==> src/hdl/mhp_cfg.svh <==
// Constants of the host port attachment: offsets, field positions, reset values.
// Assumes inclusion by bare name from the package and the design modules.
`ifndef MHP_CFG_SVH
`define MHP_CFG_SVH

// Host side geometry
`define MHP_BUF_AW        21
`define MHP_REG_WORDS     32
`define MHP_REG_IW        5
`define MHP_PROTO_GENERIC 3'h3

// Strap field positions
`define MHP_STRAP_WIDTH   0
`define MHP_STRAP_PROTO_L 1
`define MHP_STRAP_PROTO_H 3
`define MHP_STRAP_ORDER   4
`define MHP_STRAP_WAIT    5

// Register bus map
`define MHP_AXI_AW        8
`define MHP_CTRL_OFS      8'h00
`define MHP_STAT_OFS      8'h04
`define MHP_CTRL_EN_BIT   0
`define MHP_CTRL_RST      1'h1
`define MHP_STAT_GEN_BIT  16
`define MHP_STAT_BUSY_BIT 17
`define MHP_STAT_BS_BIT   18
`define MHP_STAT_DONE_BIT 19

// Bus answers
`define MHP_RESP_OKAY     2'h0
`define MHP_RESP_SLVERR   2'h2

`endif

==> src/hdl/mhp_pkg.sv <==
// Types shared by the host port attachment.
// Assumes mhp_cfg.svh sits beside it.
`include "mhp_cfg.svh"

package mhp_pkg;
   // Host transfer sequencer states
   typedef enum logic [1:0] {
      MHP_IDLE,
      MHP_MEM,
      MHP_HOLD
   } mhp_state_t;
endpackage

==> src/hdl/mhp_sync.sv <==
// Two flip-flop synchroniser, one stage pair per bit.
// Assumes inputs may change at any time relative to clk.
`timescale 1ns/1ps
`default_nettype none

module mhp_sync #(
   parameter int           W   = 1,
   parameter logic [W-1:0] RST = '0
) (
   // System
   input  wire logic         clk,
   input  wire logic         rstn,
   // Data
   input  wire logic [W-1:0] d,
   output logic      [W-1:0] q
);
   logic [W-1:0] meta_ff;

   // Per-bit stage pair; first stage feeds only the second
   genvar i;
   generate
      for (i = 0; i < W; i++)
      begin : g_bit
         always_ff @(posedge clk or negedge rstn)
         begin
            if (!rstn)
            begin
               meta_ff[i] <= RST[i];
               q[i]       <= RST[i];
            end
            else
            begin
               meta_ff[i] <= d[i];
               q[i]       <= meta_ff[i];
            end
         end
      end
   endgenerate
endmodule // mhp_sync

`default_nettype wire

==> src/hdl/mhp_decode.sv <==
// Host address decode into register file index and display buffer address.
// Assumes the host glue presents a latched, demultiplexed address.
`timescale 1ns/1ps
`default_nettype none
`include "mhp_cfg.svh"

module mhp_decode (
   // Host address
   input  wire logic                    memory_register_select,
   input  wire logic [`MHP_BUF_AW-1:0]  host_addr,
   // Decoded
   output logic                         is_reg,
   output logic [`MHP_REG_IW-1:0]       reg_idx,
   output logic [`MHP_BUF_AW-1:0]       buf_addr
);
   // Low select is register space, high is the display buffer
   assign is_reg   = ~memory_register_select;
   // Only five address bits, 5 to 1, index the register file, so it repeats every 64 bytes
   assign reg_idx  = host_addr[`MHP_REG_IW:1];
   // Full 2M byte word address; bits above are not seen, so images repeat
   assign buf_addr = {host_addr[`MHP_BUF_AW-1:1], 1'b0};
endmodule // mhp_decode

`default_nettype wire

==> src/hdl/mhp_host_port.sv <==
// Generic asynchronous host port with register file, display buffer port and AXI4-Lite control.
// Assumes host glue demultiplexes the address and holds it stable through each strobe.
//
// The AXI4-Lite interface to the registers and the register offsets are this design's own decisions.
`timescale 1ns/1ps
`default_nettype none
`include "mhp_cfg.svh"

module mhp_host_port (
   // System
   input  wire logic                    clk,
   input  wire logic                    rstn,
   // Configuration straps
   input  wire logic [15:0]             config_strap_pins,
   // Host port
   input  wire logic                    host_cs_n,
   input  wire logic                    memory_register_select,
   input  wire logic [`MHP_BUF_AW-1:0]  host_addr,
   input  wire logic                    low_byte_write_strobe_n,
   input  wire logic                    high_byte_write_strobe_n,
   input  wire logic                    host_low_read_strobe_n,
   input  wire logic                    host_high_read_strobe_n,
   input  wire logic                    bus_start_strobe_n,
   input  wire logic [15:0]             host_data_in,
   output logic      [15:0]             host_data_out,
   output logic                         host_data_oe,
   output logic                         wait_request,
   // Display buffer port
   output logic                         mem_req,
   output logic                         mem_we,
   output logic      [1:0]              mem_be,
   output logic      [`MHP_BUF_AW-1:0]  mem_addr,
   output logic      [15:0]             mem_wdata,
   input  wire logic                    mem_ack,
   input  wire logic [15:0]             mem_rdata,
   // AXI4-Lite write
   input  wire logic [`MHP_AXI_AW-1:0]  s_axi_awaddr,
   input  wire logic                    s_axi_awvalid,
   output logic                         s_axi_awready,
   input  wire logic [31:0]             s_axi_wdata,
   input  wire logic [3:0]              s_axi_wstrb,
   input  wire logic                    s_axi_wvalid,
   output logic                         s_axi_wready,
   output logic      [1:0]              s_axi_bresp,
   output logic                         s_axi_bvalid,
   input  wire logic                    s_axi_bready,
   // AXI4-Lite read
   input  wire logic [`MHP_AXI_AW-1:0]  s_axi_araddr,
   input  wire logic                    s_axi_arvalid,
   output logic                         s_axi_arready,
   output logic      [31:0]             s_axi_rdata,
   output logic      [1:0]              s_axi_rresp,
   output logic                         s_axi_rvalid,
   input  wire logic                    s_axi_rready
);
   import mhp_pkg::*;

   mhp_state_t                 state_ff;
   mhp_state_t                 nxt_state;
   logic [15:0]                strap_ff;
   logic [5:0]                 strb_q;
   logic [`MHP_REG_IW-1:0]     reg_idx;
   logic [`MHP_BUF_AW-1:0]     buf_addr;
   logic [15:0]                regf_ff [`MHP_REG_WORDS];
   logic [1:0]                 acc_be;
   logic [15:0]                acc_wd;
   logic [15:0]                rd_word;
   logic [`MHP_AXI_AW-1:0]     aw_addr_ff;
   logic [31:0]                w_data_ff;
   logic [3:0]                 w_strb_ff;
   logic [31:0]                status;
   logic                       strap_done_ff, ctrl_en_ff, acc_a0_ff, acc_rd_ff, aw_got_ff, w_got_ff;
   logic                       is_reg, cs, wr, rd, narrow, little, wait_hi, generic, port_on, rd_a0;
   logic                       take, done_reg, done_mem, rel, aw_hs, w_hs, ar_hs, commit;
   logic                       nxt_aw_got, nxt_w_got, nxt_bvalid, nxt_rvalid;

   // Strobes are synchronised before any use; inactive level is high
   mhp_sync #(
      .W   (6),
      .RST (6'h3F)
   ) u_sync (
      .clk  (clk),
      .rstn (rstn),
      .d    ({bus_start_strobe_n, host_cs_n, high_byte_write_strobe_n,
              low_byte_write_strobe_n, host_high_read_strobe_n, host_low_read_strobe_n}),
      .q    (strb_q)
   );

   // Address split into register index and buffer address
   mhp_decode u_decode (
      .memory_register_select (memory_register_select),
      .host_addr              (host_addr),
      .is_reg                 (is_reg),
      .reg_idx                (reg_idx),
      .buf_addr               (buf_addr)
   );

   // Straps caught on the first edge after reset release
   always_ff @(posedge clk or negedge rstn)
   begin
      if (!rstn)
      begin
         strap_ff      <= 16'h0000;
         strap_done_ff <= 1'b0;
      end
      else if (!strap_done_ff)
      begin
         strap_ff      <= config_strap_pins;
         strap_done_ff <= 1'b1;
      end
   end

   // Strap fields
   assign narrow  = strap_ff[`MHP_STRAP_WIDTH];
   assign little  = strap_ff[`MHP_STRAP_ORDER];
   assign wait_hi = strap_ff[`MHP_STRAP_WAIT];
   assign generic = strap_ff[`MHP_STRAP_PROTO_H:`MHP_STRAP_PROTO_L] == `MHP_PROTO_GENERIC;
   assign port_on = strap_done_ff & generic & ctrl_en_ff;

   // Generic pin functions: two byte write strobes, two byte read strobes
   assign cs = ~strb_q[4];
   assign wr = ~strb_q[2] | ~strb_q[3];
   assign rd = ~strb_q[0] | ~strb_q[1];

   // Byte lanes: 8-bit mode uses the low lane and address bit 0, 16-bit mode may swap lanes
   always_comb
   begin
      acc_be = 2'b00;
      acc_wd = host_data_in;
      if (narrow)
      begin
         acc_be = host_addr[0] ? 2'b10 : 2'b01;
         acc_wd = {host_data_in[7:0], host_data_in[7:0]};
      end
      else if (little)
         acc_be = wr ? ~strb_q[3:2] : ~strb_q[1:0];
      else
      begin
         acc_be = wr ? {~strb_q[2], ~strb_q[3]} : {~strb_q[0], ~strb_q[1]};
         acc_wd = {host_data_in[7:0], host_data_in[15:8]};
      end
   end

   // Sequencer events; address is held by the glue latch while strobes are low
   assign take     = (state_ff == MHP_IDLE) & port_on & cs & (wr | rd);
   assign done_reg = take & is_reg;
   assign done_mem = (state_ff == MHP_MEM) & mem_ack;
   assign rel      = (state_ff == MHP_HOLD) & ~(cs & (wr | rd));

   // Next sequencer state
   always_comb
   begin
      nxt_state = state_ff;
      unique case (state_ff)
         MHP_IDLE : if (take) nxt_state = is_reg ? MHP_HOLD : MHP_MEM;
         MHP_MEM  : if (done_mem) nxt_state = MHP_HOLD;
         MHP_HOLD : if (rel) nxt_state = MHP_IDLE;
      endcase
   end

   // Sequencer state
   always_ff @(posedge clk or negedge rstn)
   begin
      if (!rstn)
         state_ff <= MHP_IDLE;
      else
         state_ff <= nxt_state;
   end

   // Access attributes kept for the buffer round trip
   always_ff @(posedge clk or negedge rstn)
   begin
      if (!rstn)
      begin
         acc_a0_ff <= 1'b0;
         acc_rd_ff <= 1'b0;
      end
      else if (take)
      begin
         acc_a0_ff <= host_addr[0];
         acc_rd_ff <= ~wr;
      end
   end

   // Register file, written with byte enables on a register space write
   genvar gi;
   generate
      for (gi = 0; gi < `MHP_REG_WORDS; gi++)
      begin : g_regf
         always_ff @(posedge clk or negedge rstn)
         begin
            if (!rstn)
               regf_ff[gi] <= 16'h0000;
            else if (done_reg && wr && reg_idx == gi[`MHP_REG_IW-1:0])
            begin
               if (acc_be[0])
                  regf_ff[gi][7:0] <= acc_wd[7:0];
               if (acc_be[1])
                  regf_ff[gi][15:8] <= acc_wd[15:8];
            end
         end
      end
   endgenerate

   // Display buffer request, held until acknowledged
   always_ff @(posedge clk or negedge rstn)
   begin
      if (!rstn)
      begin
         mem_req   <= 1'b0;
         mem_we    <= 1'b0;
         mem_be    <= 2'b00;
         mem_addr  <= '0;
         mem_wdata <= 16'h0000;
      end
      else if (take && !is_reg)
      begin
         mem_req   <= 1'b1;
         mem_we    <= wr;
         mem_be    <= acc_be;
         mem_addr  <= buf_addr;
         mem_wdata <= acc_wd;
      end
      else if (done_mem)
         mem_req <= 1'b0;
   end

   // Read word source and the address bit that picks the byte in 8-bit mode
   assign rd_word = done_reg ? regf_ff[reg_idx] : mem_rdata;
   assign rd_a0   = done_reg ? host_addr[0] : acc_a0_ff;

   // Host data drive, from data ready until the strobes release
   always_ff @(posedge clk or negedge rstn)
   begin
      if (!rstn)
      begin
         host_data_out <= 16'h0000;
         host_data_oe  <= 1'b0;
      end
      else if ((done_reg && !wr) || (done_mem && acc_rd_ff))
      begin
         host_data_oe <= 1'b1;
         if (narrow)
            host_data_out <= {8'h00, rd_a0 ? rd_word[15:8] : rd_word[7:0]};
         else if (little)
            host_data_out <= rd_word;
         else
            host_data_out <= {rd_word[7:0], rd_word[15:8]};
      end
      else if (rel)
         host_data_oe <= 1'b0;
   end

   // Wait asserted on buffer accesses, from strobe seen until data settled, at the strapped level; never on register accesses
   // Reset drives it low, and the first edge after release drives it high, since strap_ff still reads zero at that edge
   always_ff @(posedge clk or negedge rstn)
   begin
      if (!rstn)
         wait_request <= 1'b0;
      else if ((take && !is_reg) || (state_ff == MHP_MEM && !mem_ack))
         wait_request <= wait_hi;
      else
         wait_request <= ~wait_hi;
   end

   // Register bus handshakes
   assign aw_hs      = s_axi_awvalid & s_axi_awready;
   assign w_hs       = s_axi_wvalid & s_axi_wready;
   assign ar_hs      = s_axi_arvalid & s_axi_arready;
   assign commit     = aw_got_ff & w_got_ff;
   assign nxt_aw_got = (aw_got_ff | aw_hs) & ~commit;
   assign nxt_w_got  = (w_got_ff | w_hs) & ~commit;
   assign nxt_bvalid = commit | (s_axi_bvalid & ~s_axi_bready);
   assign nxt_rvalid = ar_hs | (s_axi_rvalid & ~s_axi_rready);

   // Write address and data capture, in either order
   always_ff @(posedge clk or negedge rstn)
   begin
      if (!rstn)
      begin
         aw_got_ff  <= 1'b0;
         w_got_ff   <= 1'b0;
         aw_addr_ff <= '0;
         w_data_ff  <= 32'h0000_0000;
         w_strb_ff  <= 4'h0;
      end
      else
      begin
         aw_got_ff <= nxt_aw_got;
         w_got_ff  <= nxt_w_got;
         if (aw_hs)
            aw_addr_ff <= s_axi_awaddr;
         if (w_hs)
         begin
            w_data_ff <= s_axi_wdata;
            w_strb_ff <= s_axi_wstrb;
         end
      end
   end

   // Write channel ready and response
   always_ff @(posedge clk or negedge rstn)
   begin
      if (!rstn)
      begin
         s_axi_awready <= 1'b0;
         s_axi_wready  <= 1'b0;
         s_axi_bvalid  <= 1'b0;
         s_axi_bresp   <= `MHP_RESP_OKAY;
      end
      else
      begin
         s_axi_awready <= ~nxt_aw_got & ~nxt_bvalid;
         s_axi_wready  <= ~nxt_w_got & ~nxt_bvalid;
         s_axi_bvalid  <= nxt_bvalid;
         if (commit)
            s_axi_bresp <= ({aw_addr_ff[`MHP_AXI_AW-1:2], 2'b00} == `MHP_CTRL_OFS ||
                            {aw_addr_ff[`MHP_AXI_AW-1:2], 2'b00} == `MHP_STAT_OFS) ?
                           `MHP_RESP_OKAY : `MHP_RESP_SLVERR;
      end
   end

   // Control register: host port enable
   always_ff @(posedge clk or negedge rstn)
   begin
      if (!rstn)
         ctrl_en_ff <= `MHP_CTRL_RST;
      else if (commit && w_strb_ff[0] && {aw_addr_ff[`MHP_AXI_AW-1:2], 2'b00} == `MHP_CTRL_OFS)
         ctrl_en_ff <= w_data_ff[`MHP_CTRL_EN_BIT];
   end

   // Status word: straps, mode, activity, bus start level
   always_comb
   begin
      status                     = {16'h0000, strap_ff};
      status[`MHP_STAT_GEN_BIT]  = generic;
      status[`MHP_STAT_BUSY_BIT] = state_ff != MHP_IDLE;
      status[`MHP_STAT_BS_BIT]   = strb_q[5];
      status[`MHP_STAT_DONE_BIT] = strap_done_ff;
   end

   // Read channel
   always_ff @(posedge clk or negedge rstn)
   begin
      if (!rstn)
      begin
         s_axi_arready <= 1'b0;
         s_axi_rvalid  <= 1'b0;
         s_axi_rdata   <= 32'h0000_0000;
         s_axi_rresp   <= `MHP_RESP_OKAY;
      end
      else
      begin
         s_axi_arready <= ~nxt_rvalid;
         s_axi_rvalid  <= nxt_rvalid;
         if (ar_hs)
         begin
            s_axi_rresp <= `MHP_RESP_OKAY;
            if ({s_axi_araddr[`MHP_AXI_AW-1:2], 2'b00} == `MHP_CTRL_OFS)
               s_axi_rdata <= {31'h0000_0000, ctrl_en_ff};
            else if ({s_axi_araddr[`MHP_AXI_AW-1:2], 2'b00} == `MHP_STAT_OFS)
               s_axi_rdata <= status;
            else
            begin
               s_axi_rdata <= 32'h0000_0000;
               s_axi_rresp <= `MHP_RESP_SLVERR;
            end
         end
      end
   end
endmodule // mhp_host_port

`default_nettype wire

==> config.mk <==
export PLATFORM = sky130hd
export DESIGN_NAME = mhp_host_port
export DESIGN_NICKNAME = d
export VERILOG_FILES = /design/src/hdl/mhp_pkg.sv /design/src/hdl/mhp_sync.sv /design/src/hdl/mhp_decode.sv /design/src/hdl/mhp_host_port.sv
export VERILOG_INCLUDE_DIRS = /design/src /design/src/hdl
export SDC_FILE = /design/constraint.sdc
export NUM_CORES = 1
export LEC_CHECK = 0
export ABC_AREA = 0
export CORE_MARGIN = 2
export CORE_UTILIZATION = 30
export CTS_CLUSTER_SIZE = 10
export DETAILED_ROUTE_END_ITERATION = 12
export DONT_BUFFER_PORTS = 1
export SKIP_LAST_GASP = 1
export SLEW_MARGIN = 20
export SYNTH_ARGS = -nofsm -noshare
export SYNTH_HDL_FRONTEND = slang
export SYNTH_SLANG_ARGS = --single-unit
export TNS_END_PERCENT = 50
==> constraint.sdc <==
create_clock -name clk -period 6.1 [get_ports clk]
set_input_delay 0.305 -clock clk [delete_from_list [all_inputs] [get_ports clk]]
set_output_delay 0.305 -clock clk [all_outputs]
set_load 0.05 [all_outputs]
# ---- Word level (Yosys, flattened, before mapping)
# Index checks and enable logic that the tools add are counted.
dict set report totals {
  register_bits 657
  latch_bits 0
  ram_bits 0
  romBits 0
  input_bits 136
  out_inout_bits 100
  wordCells 334
  mem_count 0
}
dict set report classes {
  addsub 0
  multipliers 0
  div 0
  order_cmp 1
  eq_ne 39
  n_shift 0
  muxes 30
  bitwise 45
  reduce_logical 116
}
# op count
set ops {}
lappend ops {{AND reduction 2 bit} 64}
lappend ops {{two-way mux 16 bit} 7}
lappend ops {{binary-select mux 16 bit (select 5 bit)} 1}
lappend ops {{equality test 5 bit (second input constant)} 16}
lappend ops {{equality test 5 x 4 -> 1 bit (second input constant)} 8}
lappend ops {{logical AND 1 bit} 39}
lappend ops {{two-way mux 32 bit} 1}
lappend ops {{two-way mux 2 bit} 12}
lappend ops {{equality test 5 x 3 -> 1 bit (second input constant)} 4}
lappend ops {{two-way mux 20 bit} 1}
lappend ops {{AND 1 bit} 19}
lappend ops {{NOT 1 bit} 16}
lappend ops {{equality test 6 x 1 -> 1 bit (second input constant)} 2}
lappend ops {{zero test 6 bit} 2}
lappend ops {{equality test 5 x 2 -> 1 bit (second input constant)} 2}
lappend ops {{two-way mux 8 bit} 1}
lappend ops {{OR 1 bit} 7}
lappend ops {{greater-or-equal comparator 6 bit (second input constant)} 1}
lappend ops {{two-way mux 1 bit} 6}
lappend ops {{inequality test 2 bit (second input constant)} 3}
lappend ops {{NOT 5 -> 6 bit} 1}
lappend ops {{one-hot mux 2 bit (3 select lines)} 1}
lappend ops {{nonzero test 2 bit} 3}
lappend ops {{equality test 5 x 1 -> 1 bit (second input constant)} 1}
lappend ops {{9 further kinds} 13}

# ---- Depth between registers and ports, before layout
dict set report logic_depth {
  depth_word 10
  ltp_mapped 12
  depth_no_buf 8
}

# ---- Hierarchy
# From an unflattened synthesis, not the netlist that was laid out.
dict set report unflattened {
  hier_cells 1947
  hier_area_um2 29304.4
}
# mod n_inst cells_per_inst area_each_um2
set by_module_without_submodules {}
lappend by_module_without_submodules {mhp_host_port 1 1907 28786.4}
lappend by_module_without_submodules {mhp_sync 1 12 315.3}
lappend by_module_without_submodules {mhp_decode 1 28 202.7}

# ---- Worst setup path before layout
# OpenSTA, ideal clock, no wires.
dict set report synth_timing {
  path_type {reg-to-reg}
  start {register state_ff[0]}
  end {register regf_ff[148] in the netlist's numbering}
  t_arrival_ps 2183
  required_time_ps 5968
  path_slack_ps 3785
  stages_incl_launch_ff 13
  period_less_slack_ps 2315
  cell_sequence {dfrtp_1 inv_1 ha_1 and4_1 nor3b_2 buf_4 nand2_2 buf_6 or4_1 buf_2 buf_6 nand2_2 o21ai_2}
}
dict set report synth_between {
  elab_chain_len 8
}
# element line
set synth_lines {}
lappend synth_lines {{start, declared} mhp_host_port.sv:58} ;# mhp_state_t state_ff;
lappend synth_lines {{start signal, assigned} mhp_host_port.sv:167} ;# state_ff <= nxt_state;
lappend synth_lines {{zero test 2 bit} mhp_host_port.sv:145} ;# assign take = (state_ff == MHP_IDLE) & port_on & cs & (wr | rd);
lappend synth_lines {{AND 1 bit (3 in series)} mhp_host_port.sv:145}
lappend synth_lines {{AND 1 bit} mhp_host_port.sv:146} ;# assign done_reg = take & is_reg;
lappend synth_lines {{logical AND 1 bit (2 in series)} mhp_host_port.sv:194} ;# else if (done_reg && wr && reg_idx == gi[`MHP_REG_IW-1:0])
lappend synth_lines {{AND reduction 2 bit (no source line)} n/a}
lappend synth_lines {{end signal, assigned by index} mhp_host_port.sv:197} ;# regf_ff[gi][7:0] <= acc_wd[7:0];
lappend synth_lines {{end signal, assigned by index} mhp_host_port.sv:199} ;# regf_ff[gi][15:8] <= acc_wd[15:8];
lappend synth_lines {{end, declared} mhp_host_port.sv:64} ;# logic [15:0] regf_ff [`MHP_REG_WORDS];
# Every way passes these cells.
# A chain may end at the register's enable or synchronous reset.

# ---- Final worst setup path
dict set report layout_timing {
  start {register strap_done_ff}
  end {register host_data_out[15]}
}
dict set report layout_between {
  elab_chain_len 9
}
# element line
set layout_lines {}
lappend layout_lines {{start, declared} mhp_host_port.sv:72} ;# logic strap_done_ff, ctrl_en_ff, acc_a0_ff, acc_rd_ff, aw_got_ff, w_got_ff;
lappend layout_lines {{start signal, assigned} mhp_host_port.sv:104} ;# strap_done_ff <= 1'b0;
lappend layout_lines {{start signal, assigned} mhp_host_port.sv:109} ;# strap_done_ff <= 1'b1;
lappend layout_lines {{AND 1 bit * (2 in series)} mhp_host_port.sv:118} ;# assign port_on = strap_done_ff & generic & ctrl_en_ff;
lappend layout_lines {{AND 1 bit * (3 in series)} mhp_host_port.sv:145}
lappend layout_lines {{AND 1 bit *} mhp_host_port.sv:146}
lappend layout_lines {{two-way mux 16 bit} mhp_host_port.sv:229} ;# assign rd_word = done_reg ? regf_ff[reg_idx] : mem_rdata;
lappend layout_lines {{two-way mux 16 bit} mhp_host_port.sv:245} ;# else if (little)
lappend layout_lines {{two-way mux 16 bit} mhp_host_port.sv:243} ;# if (narrow)
lappend layout_lines {{end signal, assigned} mhp_host_port.sv:244} ;# host_data_out <= {8'h00, rd_a0 ? rd_word[15:8] : rd_word[7:0]};
lappend layout_lines {{end signal, assigned} mhp_host_port.sv:246} ;# host_data_out <= rd_word;
lappend layout_lines {{end signal, assigned} mhp_host_port.sv:248} ;# host_data_out <= {rd_word[7:0], rd_word[15:8]};
lappend layout_lines {{end, declared} mhp_host_port.sv:25} ;# output logic [15:0] host_data_out,
# Every way passes the cells marked *; elsewhere a longest branch is shown, timed or not.

==> flow_summary.yaml <==
sta:
  fin_tns_setup_ns: 0
  final_hold_viol_count: 367
  fin_crit_ns: 3.90
  finalSetupViolations: 0
  fin_ws_ns: 2.20
  finClkSkew_ns: 0.0184
  relSlewSlack_pct: -123
  period_share_pct: 63.9
  hold_ws_ns: -0.541
  fmaxAchievable_mhz: 257
  worst_slew_pin_slew_ns: 3.35
  maxSlewViolCount: 523
  rsz0062_at_grt: "no"
synth:
  synth_ff_type: "dfrtp_1"
  synth_top_cells_by_area: "dfrtp_1, mux2_2, mux2i_1"
  postSynthCellCount: 2458
  yosysWarnings: 0
  syn_area_sq_um: 28500
  yosysTopAreaCellShare_pct: 55.1
  synth_cell_types: 59
  async_flop_share_pct: 100
  synth-edff-count: 0
  ys_seq_elements: 641
  syn_area_per_cell_sq_um: 11.6
  synth_seq_area_share_pct: 56.3
  yosysTopAreaCell: "dfrtp_1"
hold_path:
  hp-class: "in2async"
clock_network:
  clkTransAtPathRegs_ns: 0.05
  cts_hold_buf: 81
  cts_tree: "done"
  cts_buffer_depth: 3
  root_buffer: "clkbuf_16"
  cts.sinks: 641
  postCtsSetupBuffers: 0
  cts_made_buffers: 75
  h-tree-depth: 3
  clk_latency_ns: 0.62
placed_design:
  pre_cts_ws_ns: 2.53
  port_buffers: 0
  gp_congestion: 0.824
  hpwl_um: 50600
floorplan:
  die_w_um: 312
  die_y_um: 312
  rows: 113
  start_util_pct: 30.2
  core-area_sq_um: 94600
  io_pins: 236
  die_area_sq_um: 97600
global_routing:
  grt.total_usage_pct: 16.5
  antenna_found_initial: 5
  grt_pass1_vias: 19400
  grt_max_degree: 642
  grt_pass1_wl_um: 124000
  grt-ovfl-total: 0
critical_path:
  rr_worst_depth: 6
  arrival_ns: 4.44
  r2r-start: "strap_done_ff"
  path_class: "reg2reg"
  worst-path-max-fanout: 18
  cp-start-kind: "flop"
  critPathRequiredTime_ns: 6.65
  rrSetupSlack_ns: 2.20
  end_kind: "flop"
  r2r-end: "host_data_out[15]"
final_layout:
  syn2layout_area_growth_pct: 14.2
  seqCellArea_sq_um: 16100
  multiInputGateArea_sq_um: 11700
  layout.cells.most_common: "dfrtp_1"
  nFillCells: 9364
  nets: 2593
  drive_gt1_share_pct: 20.3
  final_cell_mix: "dfrtp_1, nand2_1, o21ai_0, mux2_2, mux2i_1"
routing:
  drc: 0
  wire_per_inst_um: 21.5
  antenna_left: 0
  vias: 19200
  routed_wl_um: 80700
  vias_per_cell: 5.12
  first_pass_iters: 5
  drt-initial-drc-count: 1560
pwr:
  intPower_uw: 6920
  pwr-share-seq_pct: 49.3
  power.leakage_uw: 0.0144
  swShare_pct: 24.7
  power_switching_uw: 2270
  pwr-share-comb_pct: 6.7
  ir_drop_mv: 0.162
  power.density_nw_per_um2: 282
  pwr-share-clk_pct: 44.0
job:
  maxCapViolCount: 0
status:
  violations: "hold timing, slew limit"
  status: "finished with violations"
## how the worst max path moves through the flow
stage / from / to / slack (ns) / cells after the start
finish: strap_done_ff / host_data_out[15] / 2.20 / 6
global route: strap_done_ff / host_data_out[15] / 2.02 / 6
CTS: strap_done_ff / host_data_out[12] / 2.30 / 6
detailed placement: strap_done_ff / regf_ff[54] / 2.53 / 6
global placement: strap_done_ff / regf_ff[54] / 2.56 / 7
floorplan: state_ff[0] / regf_ff[148] / 3.78 / 12
## sequential cells by signal, summed over array words and instances, names as in the netlist, 16 cells and up
name / flops
host_data_out: 16
strap_ff: 16
mem_addr: 20
s_axi_rdata: 20
regf_ff: 512
mem_wdata: 16
## area by class of cell
class	instances	share of cell area, %
tap	1265	4.86
inverter	11	0.127
timing repair buffer	116	3.45
clock buffer	102	6.16
sequential	641	49.3
multi-input combinational	1609	35.8
clock inverter	9	0.303
antenna	2	0.0154
## per-layer routing
metal / GRT usage, % / wire [um] / vias to the layer above
met4: 5.32 / 2400 / 4
li1: - / - / 8763
met3: 4.14 / 5780 / 141
met2: 25.3 / 36600 / 564
met1: 22.9 / 36000 / 9772
met5: 0 / 23 / -
## through the flow
stage | total power [uW] | instances | util, % | cell area, sq um | hold WS [ns]
5_1_grt | 9480 | 3753 | 34.4 | 32600 | -0.571
4_1_cts | 9250 | 3750 | 34.4 | 32500 | -0.591
3_3_place_gp | 5140 | 3557 | 31.2 | 29600 | 0.0686
3_5_place_dp | 5150 | 3558 | 31.3 | 29600 | 0.0647
2_1_floorplan | 5000 | 2472 | - | 28600 | 0.00941
6_report | 9190 | 3755 | 34.5 | 32600 | -0.541
## power groups by stage
stage	combinational [uW]	clock (uW)	sequential (uW)
after CTS	604	4120	4530
after global placement	541	0	4600
after global routing	655	4290	4540
final	619	4040	4530
after detailed placement	550	0	4600
after floorplan	428	0	4570
## synth_stat cells, types with 48 or more instances
cell,instances
clkbuf_1,116
nand2_1,339
mux2i_1,146
dfrtp_1,628
o21ai_0,253
nor2_1,113
mux2_2,193
a21oi_1,115
o22ai_1,48
buf_2,48
mux4_2,64
o21ai_2,50
## cell families (layout without fill, tap and decap cells)
group,after synthesis,after routing,synth area share [%]
and+or+nand+nor,585,585,9.22
other,2,18,0.0263
xor gates and xnor gates,1,1,0.0307
muxes,403,403,17.8
adders and majority gates,3,3,0.132
AOI/OAI and AO/OA,601,601,12.8
buffers and inverters,222,238,3.76
DFF,641,641,56.3
## worst max-delay path: stages, from the launching register on
cell and delay, ns:
dfrtp_1 0.83, and4_1 0.34, and3_1 0.23, a32o_1 0.67
nand3_1 0.72, o221ai_1 0.42, dlygate4sd3_1 0.60
## repair_timing
action                                  CTS  global route
gates resized for setup                   0             0
endpoints found under the hold margin   721           641
endpoints found under the setup margin    0             0
(Power assumes the default switching activity.)
